$ cat config.mk
export PLATFORM = sky130hd
export DESIGN_NAME = control_status_page
export DESIGN_NICKNAME = d
export VERILOG_FILES = /design/src/hdl/csr_page_pkg.sv /design/src/hdl/control_status_page.sv
export SDC_FILE = /design/constraint.sdc
export NUM_CORES = 1
export LEC_CHECK = 0
export ABC_CLOCK_PERIOD_IN_PS = 1820
export BUFFER_PORTS_ARGS = -buffer_cell sky130_fd_sc_hd__buf_4
export CAP_MARGIN = 10
export CORE_ASPECT_RATIO = 1.1
export CORE_MARGIN = 3
export CORE_UTILIZATION = 43
export DETAILED_ROUTE_END_ITERATION = 10
export PLACE_DENSITY_LB_ADDON = 0.08
export SYNTH_ARGS = -nofsm -noshare
export SYNTH_HDL_FRONTEND = slang
export SYNTH_SLANG_ARGS = --single-unit
$ cat constraint.sdc
create_clock -name MCLK -period 1.82 [get_ports MCLK]
set_clock_uncertainty 0.15 [all_clocks]
set_input_delay 0.091 -clock MCLK [delete_from_list [all_inputs] [get_ports MCLK]]
set_output_delay 0.091 -clock MCLK [all_outputs]
set_load 0.05 [all_outputs]
$ cat src/hdl/csr_page_pkg.sv
`default_nettype none

package csr_page_pkg;

  // ----------------------------------------------------------------
  // Widths
  // ----------------------------------------------------------------
  localparam int ADDR_W = 6;
  localparam int DATA_W = 8;

  // ----------------------------------------------------------------
  // Register offsets
  // ----------------------------------------------------------------
  localparam logic [ADDR_W-1:0] CONTROL_OFS   = 6'h09;
  localparam logic [ADDR_W-1:0] ERROR_OFS     = 6'h0A;
  localparam logic [ADDR_W-1:0] COLLISION_OFS = 6'h0B;
  localparam logic [ADDR_W-1:0] TIMER_OFS     = 6'h0C;
  localparam logic [ADDR_W-1:0] CRC_LOW_OFS   = 6'h0D;

  // ----------------------------------------------------------------
  // Control field positions
  // ----------------------------------------------------------------
  localparam int CTL_STANDBY_BIT = 5;
  localparam int CTL_SLEEP_BIT   = 4;
  localparam int CTL_CIPHER_BIT  = 3;
  localparam int CTL_HALT_BIT    = 2;
  localparam int CTL_LAUNCH_BIT  = 1;
  localparam int CTL_FLUSH_BIT   = 0;

  // ----------------------------------------------------------------
  // Error field positions
  // ----------------------------------------------------------------
  localparam int ERR_KEY_BIT      = 6;
  localparam int ERR_RIGHTS_BIT   = 5;
  localparam int ERR_OVERFLOW_BIT = 4;
  localparam int ERR_CHECKSUM_BIT = 3;
  localparam int ERR_FRAME_BIT    = 2;
  localparam int ERR_PARITY_BIT   = 1;
  localparam int ERR_COLL_BIT     = 0;

  // ----------------------------------------------------------------
  // Reset values
  // ----------------------------------------------------------------
  localparam logic [DATA_W-1:0] CONTROL_RESET   = 8'h00;
  localparam logic [DATA_W-1:0] ERROR_RESET     = 8'h40;
  localparam logic [DATA_W-1:0] COLLISION_RESET = 8'h00;
  localparam logic [DATA_W-1:0] ZERO_BYTE       = 8'h00;
  localparam logic [3:0]        RX_FLAGS_CLEAR  = 4'h0;

  // ----------------------------------------------------------------
  // Carriers
  // ----------------------------------------------------------------
  typedef struct packed {
    logic              wr;
    logic              rd;
    logic [ADDR_W-1:0] addr;
    logic [DATA_W-1:0] wdata;
  } host_req_s;

  typedef struct packed {
    logic key_cmd_start;
    logic key_format_bad;
    logic nvm_cmd_start;
    logic nvm_rights_bad;
    logic auth2_success;
  } cmd_event_s;

  typedef struct packed {
    logic              receive_prepare_state;
    logic              rx_checksum_check_enable;
    logic              checksum_mismatch;
    logic              frame_start_bad;
    logic              parity_bad;
    logic              collision;
    logic [DATA_W-1:0] collision_bit_index;
  } rx_event_s;

  typedef struct packed {
    logic host_write;
    logic internal_write;
    logic full;
  } queue_event_s;

endpackage

`default_nettype wire

$ cat src/hdl/control_status_page.sv
// Contract
// - Control bit 5 written 1 enters idle: blocks off, clock keeps running.
// - Control bit 4 written 1 enters deep sleep: blocks and clock off.
// - Control bit 3 set encrypts card traffic; clear passes plain data.
// - Cipher-active set only by second authentication success, not host.
// - Control bit 2 written 1 halts the timer immediately.
// - Control bit 1 written 1 starts the timer immediately.
// - Control bit 0 written 1 flushes queue pointers, count, overflow.
// - Timer halt, timer launch and flush bits act on write, read zero.
// - Error bit 6 sets on bad key encoding, clears at key-load start.
// - Error bit 5 sets on memory rights breach, clears at memory command.
// - Error bit 4 sets when host or engine writes a full queue.
// - Error bit 3 sets on checksum mismatch while receive check enabled.
// - Error bit 2 sets on a wrong start-of-frame.
// - Error bit 1 sets on a parity failure.
// - Error bit 0 sets on a detected bit collision.
// - Error bits 3 to 0 clear in the receive-prepare state.
// - After reset error flags read only the key-format bit set.
// - Collision position gives first collision index; 0 is start bit.
// - Timer readback register returns the current timer count.
// - Checksum low byte readable; host trusts it only while done is set.
// - Checksum-done reads 1 when finished, 0 while computing.
`timescale 1ns/1ps
`default_nettype none

module control_status_page
  import csr_page_pkg::*;
(
  // Clock and reset
  input  wire logic                      MCLK,
  input  wire logic                      RST,
  // Host parallel port
  input  wire csr_page_pkg::host_req_s   HOST_REQ,
  output var  logic [csr_page_pkg::DATA_W-1:0] HOST_RDATA,
  output var  logic                      HOST_RVALID,
  // Command, receiver and queue events
  input  wire csr_page_pkg::cmd_event_s   CMD_EVENT,
  input  wire csr_page_pkg::rx_event_s    RX_EVENT,
  input  wire csr_page_pkg::queue_event_s QUEUE_EVENT,
  // Readback sources
  input  wire logic [csr_page_pkg::DATA_W-1:0] TIMER_COUNT,
  input  wire logic [csr_page_pkg::DATA_W-1:0] CHECKSUM_LOW_BYTE,
  input  wire logic                      CHECKSUM_DONE,
  // Power and unit controls, checksum-done status
  output var  logic                      STANDBY_MODE,
  output var  logic                      DEEP_SLEEP_BIT,
  output var  logic                      CIPHER_ACTIVE,
  output var  logic                      TIMER_HALT_STROBE,
  output var  logic                      TIMER_LAUNCH_STROBE,
  output var  logic                      QUEUE_CLEAR_STROBE,
  output var  logic                      CHECKSUM_DONE_FLAG
);

  import csr_page_pkg::*;

  // ----------------------------------------------------------------
  // Decode
  // ----------------------------------------------------------------
  logic              ctl_write;
  logic              flush_req;
  logic              halt_req;
  logic              launch_req;
  logic [DATA_W-1:0] error_flags;
  logic [DATA_W-1:0] next_error_flags;
  logic [DATA_W-1:0] collision_position;
  logic              first_collision;

  assign ctl_write = HOST_REQ.wr && (HOST_REQ.addr == CONTROL_OFS);
  assign flush_req = ctl_write && HOST_REQ.wdata[CTL_FLUSH_BIT];
  assign halt_req   = ctl_write && HOST_REQ.wdata[CTL_HALT_BIT];
  assign launch_req = ctl_write && HOST_REQ.wdata[CTL_LAUNCH_BIT];

  function automatic logic [DATA_W-1:0] read_byte(
    input logic [ADDR_W-1:0] addr
  );
    logic [DATA_W-1:0] val;
    val = ZERO_BYTE;
    unique case (addr)
      CONTROL_OFS: begin
        val[CTL_STANDBY_BIT] = STANDBY_MODE;
        val[CTL_SLEEP_BIT]   = DEEP_SLEEP_BIT;
        val[CTL_CIPHER_BIT]  = CIPHER_ACTIVE;
      end
      ERROR_OFS:     val = error_flags;
      COLLISION_OFS: val = collision_position;
      TIMER_OFS:     val = TIMER_COUNT;
      CRC_LOW_OFS:   val = CHECKSUM_LOW_BYTE;
      default:       val = ZERO_BYTE;
    endcase
    return val;
  endfunction

  // ----------------------------------------------------------------
  // Power-saving bits
  // ----------------------------------------------------------------
  always_ff @(posedge MCLK) begin
    if (RST) begin
      STANDBY_MODE   <= CONTROL_RESET[CTL_STANDBY_BIT];
      DEEP_SLEEP_BIT <= CONTROL_RESET[CTL_SLEEP_BIT];
    end else if (ctl_write) begin
      STANDBY_MODE   <= HOST_REQ.wdata[CTL_STANDBY_BIT];
      DEEP_SLEEP_BIT <= HOST_REQ.wdata[CTL_SLEEP_BIT];
    end
  end

  // ----------------------------------------------------------------
  // Cipher enable
  // ----------------------------------------------------------------
  // Host may only clear it; a clear racing a success loses
  always_ff @(posedge MCLK) begin
    if (RST) begin
      CIPHER_ACTIVE <= CONTROL_RESET[CTL_CIPHER_BIT];
    end else if (CMD_EVENT.auth2_success) begin
      CIPHER_ACTIVE <= 1'b1;
    end else if (ctl_write && !HOST_REQ.wdata[CTL_CIPHER_BIT]) begin
      CIPHER_ACTIVE <= 1'b0;
    end
  end

  // ----------------------------------------------------------------
  // Write-only strobes
  // ----------------------------------------------------------------
  always_ff @(posedge MCLK) begin
    if (RST) begin
      TIMER_HALT_STROBE   <= 1'b0;
      TIMER_LAUNCH_STROBE <= 1'b0;
      QUEUE_CLEAR_STROBE  <= 1'b0;
    end else begin
      TIMER_HALT_STROBE   <= halt_req;
      TIMER_LAUNCH_STROBE <= launch_req;
      QUEUE_CLEAR_STROBE  <= flush_req;
    end
  end

  // ----------------------------------------------------------------
  // Error flags
  // ----------------------------------------------------------------
  // Clears are applied first so that a same-cycle event wins
  always_comb begin
    next_error_flags = error_flags;
    next_error_flags[DATA_W-1] = 1'b0;
    if (CMD_EVENT.key_cmd_start) begin
      next_error_flags[ERR_KEY_BIT] = 1'b0;
    end
    if (CMD_EVENT.key_format_bad) begin
      next_error_flags[ERR_KEY_BIT] = 1'b1;
    end
    if (CMD_EVENT.nvm_cmd_start) begin
      next_error_flags[ERR_RIGHTS_BIT] = 1'b0;
    end
    if (CMD_EVENT.nvm_rights_bad) begin
      next_error_flags[ERR_RIGHTS_BIT] = 1'b1;
    end
    if (flush_req) begin
      next_error_flags[ERR_OVERFLOW_BIT] = 1'b0;
    end
    if ((QUEUE_EVENT.host_write || QUEUE_EVENT.internal_write)
        && QUEUE_EVENT.full) begin
      next_error_flags[ERR_OVERFLOW_BIT] = 1'b1;
    end
    if (RX_EVENT.receive_prepare_state) begin
      next_error_flags[ERR_CHECKSUM_BIT:ERR_COLL_BIT] = RX_FLAGS_CLEAR;
    end
    if (RX_EVENT.rx_checksum_check_enable && RX_EVENT.checksum_mismatch) begin
      next_error_flags[ERR_CHECKSUM_BIT] = 1'b1;
    end
    if (RX_EVENT.frame_start_bad) begin
      next_error_flags[ERR_FRAME_BIT] = 1'b1;
    end
    if (RX_EVENT.parity_bad) begin
      next_error_flags[ERR_PARITY_BIT] = 1'b1;
    end
    if (RX_EVENT.collision) begin
      next_error_flags[ERR_COLL_BIT] = 1'b1;
    end
  end

  // Host writes to this offset are deliberately not decoded
  always_ff @(posedge MCLK) begin
    if (RST) begin
      error_flags <= ERROR_RESET;
    end else begin
      error_flags <= next_error_flags;
    end
  end

  // ----------------------------------------------------------------
  // Collision position
  // ----------------------------------------------------------------
  assign first_collision = RX_EVENT.collision
    && (RX_EVENT.receive_prepare_state || !error_flags[ERR_COLL_BIT]);

  always_ff @(posedge MCLK) begin
    if (RST) begin
      collision_position <= COLLISION_RESET;
    end else if (first_collision) begin
      collision_position <= RX_EVENT.collision_bit_index;
    end
  end

  // ----------------------------------------------------------------
  // Checksum status
  // ----------------------------------------------------------------
  always_ff @(posedge MCLK) begin
    if (RST) begin
      CHECKSUM_DONE_FLAG <= 1'b0;
    end else begin
      CHECKSUM_DONE_FLAG <= CHECKSUM_DONE;
    end
  end

  // ----------------------------------------------------------------
  // Read port
  // ----------------------------------------------------------------
  always_ff @(posedge MCLK) begin
    if (RST) begin
      HOST_RDATA  <= ZERO_BYTE;
      HOST_RVALID <= 1'b0;
    end else begin
      HOST_RVALID <= HOST_REQ.rd;
      if (HOST_REQ.rd) begin
        HOST_RDATA <= read_byte(HOST_REQ.addr);
      end
    end
  end

  // ----------------------------------------------------------------
  // Checks
  // ----------------------------------------------------------------
  standby_write_a: assert property (@(posedge MCLK) disable iff (RST)
    ctl_write |=> STANDBY_MODE == $past(HOST_REQ.wdata[CTL_STANDBY_BIT]))
    else $error("standby bit not taken from control write");

  sleep_write_a: assert property (@(posedge MCLK) disable iff (RST)
    !ctl_write |=> $stable(DEEP_SLEEP_BIT))
    else $error("deep sleep bit changed without a control write");

  cipher_host_a: assert property (@(posedge MCLK) disable iff (RST)
    (!CIPHER_ACTIVE && !CMD_EVENT.auth2_success) |=> !CIPHER_ACTIVE)
    else $error("cipher became active without authentication");

  cipher_auth_a: assert property (@(posedge MCLK) disable iff (RST)
    CMD_EVENT.auth2_success |=> CIPHER_ACTIVE)
    else $error("cipher not active after authentication success");

  halt_strobe_a: assert property (@(posedge MCLK) disable iff (RST)
    TIMER_HALT_STROBE == $past(halt_req))
    else $error("timer halt strobe not one cycle after write");

  launch_strobe_a: assert property (@(posedge MCLK) disable iff (RST)
    launch_req |=> TIMER_LAUNCH_STROBE
    ##1 (TIMER_LAUNCH_STROBE == $past(launch_req)))
    else $error("timer launch strobe wrong");

  flush_clear_a: assert property (@(posedge MCLK) disable iff (RST)
    (flush_req && !QUEUE_EVENT.full)
    |=> QUEUE_CLEAR_STROBE && !error_flags[ERR_OVERFLOW_BIT])
    else $error("flush did not clear overflow and pulse");

  strobe_read_a: assert property (@(posedge MCLK) disable iff (RST)
    (HOST_REQ.rd && HOST_REQ.addr == CONTROL_OFS)
    |=> HOST_RVALID && HOST_RDATA[CTL_HALT_BIT:CTL_FLUSH_BIT] == 3'h0)
    else $error("write-only control bits read nonzero");

  key_fault_a: assert property (@(posedge MCLK) disable iff (RST)
    (CMD_EVENT.key_cmd_start && !CMD_EVENT.key_format_bad)
    |=> !error_flags[ERR_KEY_BIT])
    else $error("key fault not cleared at key-load start");

  rights_fault_a: assert property (@(posedge MCLK) disable iff (RST)
    CMD_EVENT.nvm_rights_bad |=> error_flags[ERR_RIGHTS_BIT])
    else $error("rights fault not set");

  overflow_set_a: assert property (@(posedge MCLK) disable iff (RST)
    (QUEUE_EVENT.internal_write && QUEUE_EVENT.full)
    |=> error_flags[ERR_OVERFLOW_BIT])
    else $error("overflow flag not set on full write");

  checksum_fault_a: assert property (@(posedge MCLK) disable iff (RST)
    (RX_EVENT.checksum_mismatch && !RX_EVENT.rx_checksum_check_enable
     && !error_flags[ERR_CHECKSUM_BIT]) |=> !error_flags[ERR_CHECKSUM_BIT])
    else $error("checksum fault set while check disabled");

  frame_fault_a: assert property (@(posedge MCLK) disable iff (RST)
    RX_EVENT.frame_start_bad |=> error_flags[ERR_FRAME_BIT])
    else $error("frame start fault not set");

  parity_fault_a: assert property (@(posedge MCLK) disable iff (RST)
    RX_EVENT.parity_bad |=> error_flags[ERR_PARITY_BIT])
    else $error("parity fault not set");

  collision_fault_a: assert property (@(posedge MCLK) disable iff (RST)
    RX_EVENT.collision |=> error_flags[ERR_COLL_BIT])
    else $error("collision fault not set");

  prepare_clear_a: assert property (@(posedge MCLK) disable iff (RST)
    (RX_EVENT.receive_prepare_state && !RX_EVENT.collision
     && !RX_EVENT.parity_bad && !RX_EVENT.frame_start_bad
     && !RX_EVENT.checksum_mismatch)
    |=> error_flags[ERR_CHECKSUM_BIT:ERR_COLL_BIT] == RX_FLAGS_CLEAR)
    else $error("receive flags not cleared in prepare");

  reset_flags_a: assert property (@(posedge MCLK)
    RST |=> error_flags == ERROR_RESET)
    else $error("error flags wrong after reset");

  collision_index_a: assert property (@(posedge MCLK) disable iff (RST)
    first_collision
    |=> collision_position == $past(RX_EVENT.collision_bit_index))
    else $error("collision position not captured");

  timer_read_a: assert property (@(posedge MCLK) disable iff (RST)
    (HOST_REQ.rd && HOST_REQ.addr == TIMER_OFS)
    |=> HOST_RDATA == $past(TIMER_COUNT))
    else $error("timer readback mismatch");

  crc_read_a: assert property (@(posedge MCLK) disable iff (RST)
    (HOST_REQ.rd && HOST_REQ.addr == CRC_LOW_OFS)
    |=> HOST_RDATA == $past(CHECKSUM_LOW_BYTE))
    else $error("checksum low byte readback mismatch");

  crc_done_a: assert property (@(posedge MCLK) disable iff (RST)
    1'b1 |=> CHECKSUM_DONE_FLAG == $past(CHECKSUM_DONE))
    else $error("checksum done flag not following source");

  ro_write_a: assert property (@(posedge MCLK) disable iff (RST)
    (HOST_REQ.wr && HOST_REQ.addr == COLLISION_OFS && !first_collision)
    |=> $stable(collision_position))
    else $error("read-only register changed by host write");

  read_valid_a: assert property (@(posedge MCLK) disable iff (RST)
    1'b1 |=> HOST_RVALID == $past(HOST_REQ.rd))
    else $error("read valid not one cycle after read request");

  host_overflow_a: assert property (@(posedge MCLK) disable iff (RST)
    (QUEUE_EVENT.host_write && QUEUE_EVENT.full)
    |=> error_flags[ERR_OVERFLOW_BIT])
    else $error("overflow flag not set on host write to full queue");

  cipher_clear_a: assert property (@(posedge MCLK) disable iff (RST)
    (ctl_write && !HOST_REQ.wdata[CTL_CIPHER_BIT] && !CMD_EVENT.auth2_success)
    |=> !CIPHER_ACTIVE)
    else $error("cipher still active after host clear");

endmodule

`default_nettype wire

==> results.txt <==
----------------------------------------------------
[Pwr]
  Peak VDD IR ... 0.000475 V
  Net switching power figure ... 0.361 mW
  Switching share of power ... 26.1%
  Leakage power figure ... 1.08 nW
  Clock group share of total power ... 25.6%
  Overall power after layout ... 1.39 mW
  Cell-internal power ... 1.03 mW
  Sequential fraction of design power ... 52.0%
  Combinational share of power ... 22.4%
  Total power per unit cell area ... 610 nW/um^2

[Finish]
  Area growth, synth to finish ... 71.1%
  Diodes inserted ... 0
  Layout cells sized above 1 ... 32.9%
  Number of nets at the end of the flow ... 301
  Biggest registers after layout ... HOST_RDATA: 8 flops, collision_position: 8 flops, error_flags: 7 flops
  Fin util ... 79.7%

[Floorplanning]
  I/O pin count ... 73
  Initial cell density of the core ... 46.6%
  Standard-cell row count ... 20
  Area of the core region ... 2850 sq um
  DIE AREA ... 3790 sq um
  Height of the die ... 64.3 microns
  Die Width ... 59 microns

[Synthesis]
  Largest area contributor in the synthesized netlist ... sky130_fd_sc_hd__dfxtp_1
  Synth top area share ... 46.7%
  Synthesized netlist cell count ... 137
  Post-Synthesis Net Count ... 194
  Sequential area share after synthesis ... 46.7%
  Post-synthesis cell area ... 1330 sq um
  Number of flops mapped to enable cells by yosys ... 0
  Register bit total from synthesis ... 31
  Main area contributors after synthesis ... sky130_fd_sc_hd__dfxtp_1 (47%), sky130_fd_sc_hd__mux2i_1 (17%), sky130_fd_sc_hd__nor2_1 (5.1%)
  Fraction of registers with async set/reset ... 0%
  Prevailing post-synth register cell ... sky130_fd_sc_hd__dfxtp_1
  Count of distinct cell types in the synthesized netlist ... 26
  Yosys warning count ... 0
  Average cell area after synthesis ... 9.70 sq um

[STA]
  Transition time at the pin with the least slew margin ... 0.549 ns
  Final count of hold timing violations ... 0
  Unrepaired setup endpoints after global routing ... no
  Max_slew headroom ... 63.4%
  Final number of setup-violating endpoints ... 0
  Total count of max-transition violations in the final report ... 0
  Crit path time final ... 1.71 ns
  Final worst path period share ... 93.8%
  Final setup TNS ... 0 ns
  Achievable Freq ... 585 MHz

[Critical path]
  CP max stage cell ... sky130_fd_sc_hd__dlygate4sd3_1
  Sum of buffers and inverters on the critical path ... 1
  Worst-path fanout max ... 2
  Number of cells on the worst reg-to-reg path ... 4
  Critical Path Sink Type ... register
  Critical path launch point ... collision_position[5]
  Data arrival time at the worst-slack endpoint ... 1.83 ns
  Critical path cell sequence ... mux2i_1 > o22a_1 > a311oi_1 > dlygate4sd3_1
  Family with the most delay on the worst path ... buffers and inverters
  Flop2flop setup slack ... 0.11 ns
  WP data required ... 1.94 ns
  Slowest Stage Delay on Critical Path ... 0.59 ns
  Reg2Reg Capture Point ... HOST_RDATA[5]
  Worst R2R Start ... collision_position[5]
  Start-to-end type of the worst setup path ... reg2reg
  Startpoint type of the worst setup path ... register

[GRT]
  Number of global-route vias before repair ... 1533
  Global route overflow ... 0
  GR Util All Layers ... 23.7%
  Wire length of the first global-routing pass ... 6660 microns
  Antenna violations before repair ... 0
  Maximum number of pins on one net before global-route repair ... 28

[Hold path]
  Hold endpoint ... HOST_RDATA[6]
  Hold Crit Class ... in2reg
  Number of instances on the worst hold path ... 4
  Hold path startpoint ... TIMER_COUNT[6]

[Clocking]
  Clock latency of the later-clocked register in the worst-skew pair ... 0.33 ns
  Num CTS Buffers ... 5
  Sink Count ... 31
  Root cell of the clock tree ... sky130_fd_sc_hd__clkbuf_4
  H-tree depth reported by CTS ... 2
  Maximum buffer depth of the clock tree ... 2
  Post-CTS setup buffer count ... 0
  Register clock-pin slew on the reported worst setup and hold paths ... 0.09 ns
  Clock tree from TritonCTS ... built

[Route]
  Vias per cell ... 5.07
  Average wire length per cell after detail routing ... 14.7 microns
  WL final ... 4070 microns
  Via count ... 1400
  DRC errors left ... 0
  Number of DRC violations after detailed-routing iteration 0 ... 51
  Post-DRT Antenna Nets ... 0
  DR pass1 iterations ... 4

[Run status]
  Status ... completed

[Placed design]
  HPWL after DPL ... 2690 microns
  Global placement routability congestion ... 0.769
  Quantity of I/O buffers inserted on ports ... 70

[Run]
  Maximum capacitance violations ... 0

----------------------------------------------------
-- worst register-to-register path, stage by stage (launching register included) --
cell	delay, ns
sky130_fd_sc_hd__dfxtp_1	0.34
sky130_fd_sc_hd__mux2i_1	0.11
sky130_fd_sc_hd__o22a_1	0.21
sky130_fd_sc_hd__a311oi_1	0.25
sky130_fd_sc_hd__dlygate4sd3_1	0.59
-- worst max path at each step --
stage,endpoint,slack [ns],cells after the start
floorplan,collision_position[0],0.52,4
global placement,error_flags[4],0.33,5
detailed placement,HOST_RDATA[3],0.25,5
CTS,CIPHER_ACTIVE,0.08,6
global route,CIPHER_ACTIVE,0.01,6
finish,HOST_RDATA[5],0.11,4
-- power by group through the flow --
| stage | logic, mW | clock network [mW] | registers, mW |
|---|---|---|---|
| detailed placement | 0.245 | 0 | 0.738 |
| global placement | 0.239 | 0 | 0.736 |
| floorplan | 0.0978 | 0 | 0.761 |
| global route | 0.335 | 0.393 | 0.725 |
| CTS | 0.306 | 0.362 | 0.722 |
| finish | 0.310 | 0.355 | 0.722 |
-- logic make-up after synthesis --
family | Yosys count | synth area share (%)
and+or+nand+nor | 40 | 16.4
buffers and inverters | 12 | 3.86
AOI/OAI and AO/OA | 31 | 15.7
muxes | 23 | 17.3
DFF | 31 | 46.7
-- through the flow --
step / instances / worst slack (ns) / cell area [sq um] / hold slack, ns
6_report: 276 / 0.112 / 2270 / 0.0220
5_1_grt: 276 / 0.0113 / 2270 / 0.0321
4_1_cts: 276 / 0.0756 / 2270 / 0.0315
3_5_place_dp: 234 / 0.253 / 1870 / 0.132
3_3_place_gp: 234 / 0.331 / 1870 / 0.130
2_1_floorplan: 137 / 0.525 / 1330 / 0.0414
-- Yosys cell counts, drive strengths merged (3+ instances only) --
cell and n:
a311oi 3, dfxtp 31, nor2 18, a22o 5
nand3 3, nand2 7, mux2i 23, o21ai 5
nor3b 4, o22a 3, inv 6, a21oi 9
o22ai 5, buf 4
-- cell type report --
| class | instances | area, sq um |
|---|---|---|
| Multi-Input combinational cell | 94 | 662 |
| Inverter | 6 | 22.5 |
| Tap cell | 33 | 41.3 |
| Clock buffer | 6 | 41.3 |
| Fill cell | 199 | 579 |
| Timing Repair Buffer | 106 | 886 |
| Sequential cell | 31 | 621 |
-- metal layers --
layer  track usage [%]  vias up  share of wire [%]
met4              14.7        0                3.5
met2              42.5       61                 52
li1                  -      701                  -
met1              23.4      625                 37
met5                 0        -                  0
met3              6.26       13                7.6
-- placed cells by master, fill, tap and decap left out --
master                          instances
sky130_fd_sc_hd__o21ai_0                4
sky130_fd_sc_hd__nor3b_2                1
sky130_fd_sc_hd__nand2b_1               2
sky130_fd_sc_hd__clkbuf_4               5
sky130_fd_sc_hd__nor2_1                18
sky130_fd_sc_hd__buf_4                 70
sky130_fd_sc_hd__nor3b_1                2
sky130_fd_sc_hd__nand3_1                3
sky130_fd_sc_hd__a22o_1                 5
sky130_fd_sc_hd__a311oi_1               3
sky130_fd_sc_hd__mux2i_1               23
sky130_fd_sc_hd__o21ai_2                1
sky130_fd_sc_hd__nor2b_1                2
sky130_fd_sc_hd__o22a_1                 3
sky130_fd_sc_hd__a22oi_1                1
sky130_fd_sc_hd__clkbuf_1               1
sky130_fd_sc_hd__a21oi_1                9
sky130_fd_sc_hd__nand3b_4               1
sky130_fd_sc_hd__nand3b_2               1
sky130_fd_sc_hd__nor3b_4                1
sky130_fd_sc_hd__and2_1                 1
sky130_fd_sc_hd__inv_1                  6
sky130_fd_sc_hd__nor3_1                 1
sky130_fd_sc_hd__nand2_1                7
sky130_fd_sc_hd__dfxtp_1               31
sky130_fd_sc_hd__o22ai_1                5
sky130_fd_sc_hd__dlygate4sd3_1         36
-- timing repair --
item                       CTS  global route
gates resized for setup      0             1
hold buffers                36             0
hold endpoints to repair    26             0
setup endpoints to repair    0             2
Power figures use the tool's default switching activity.
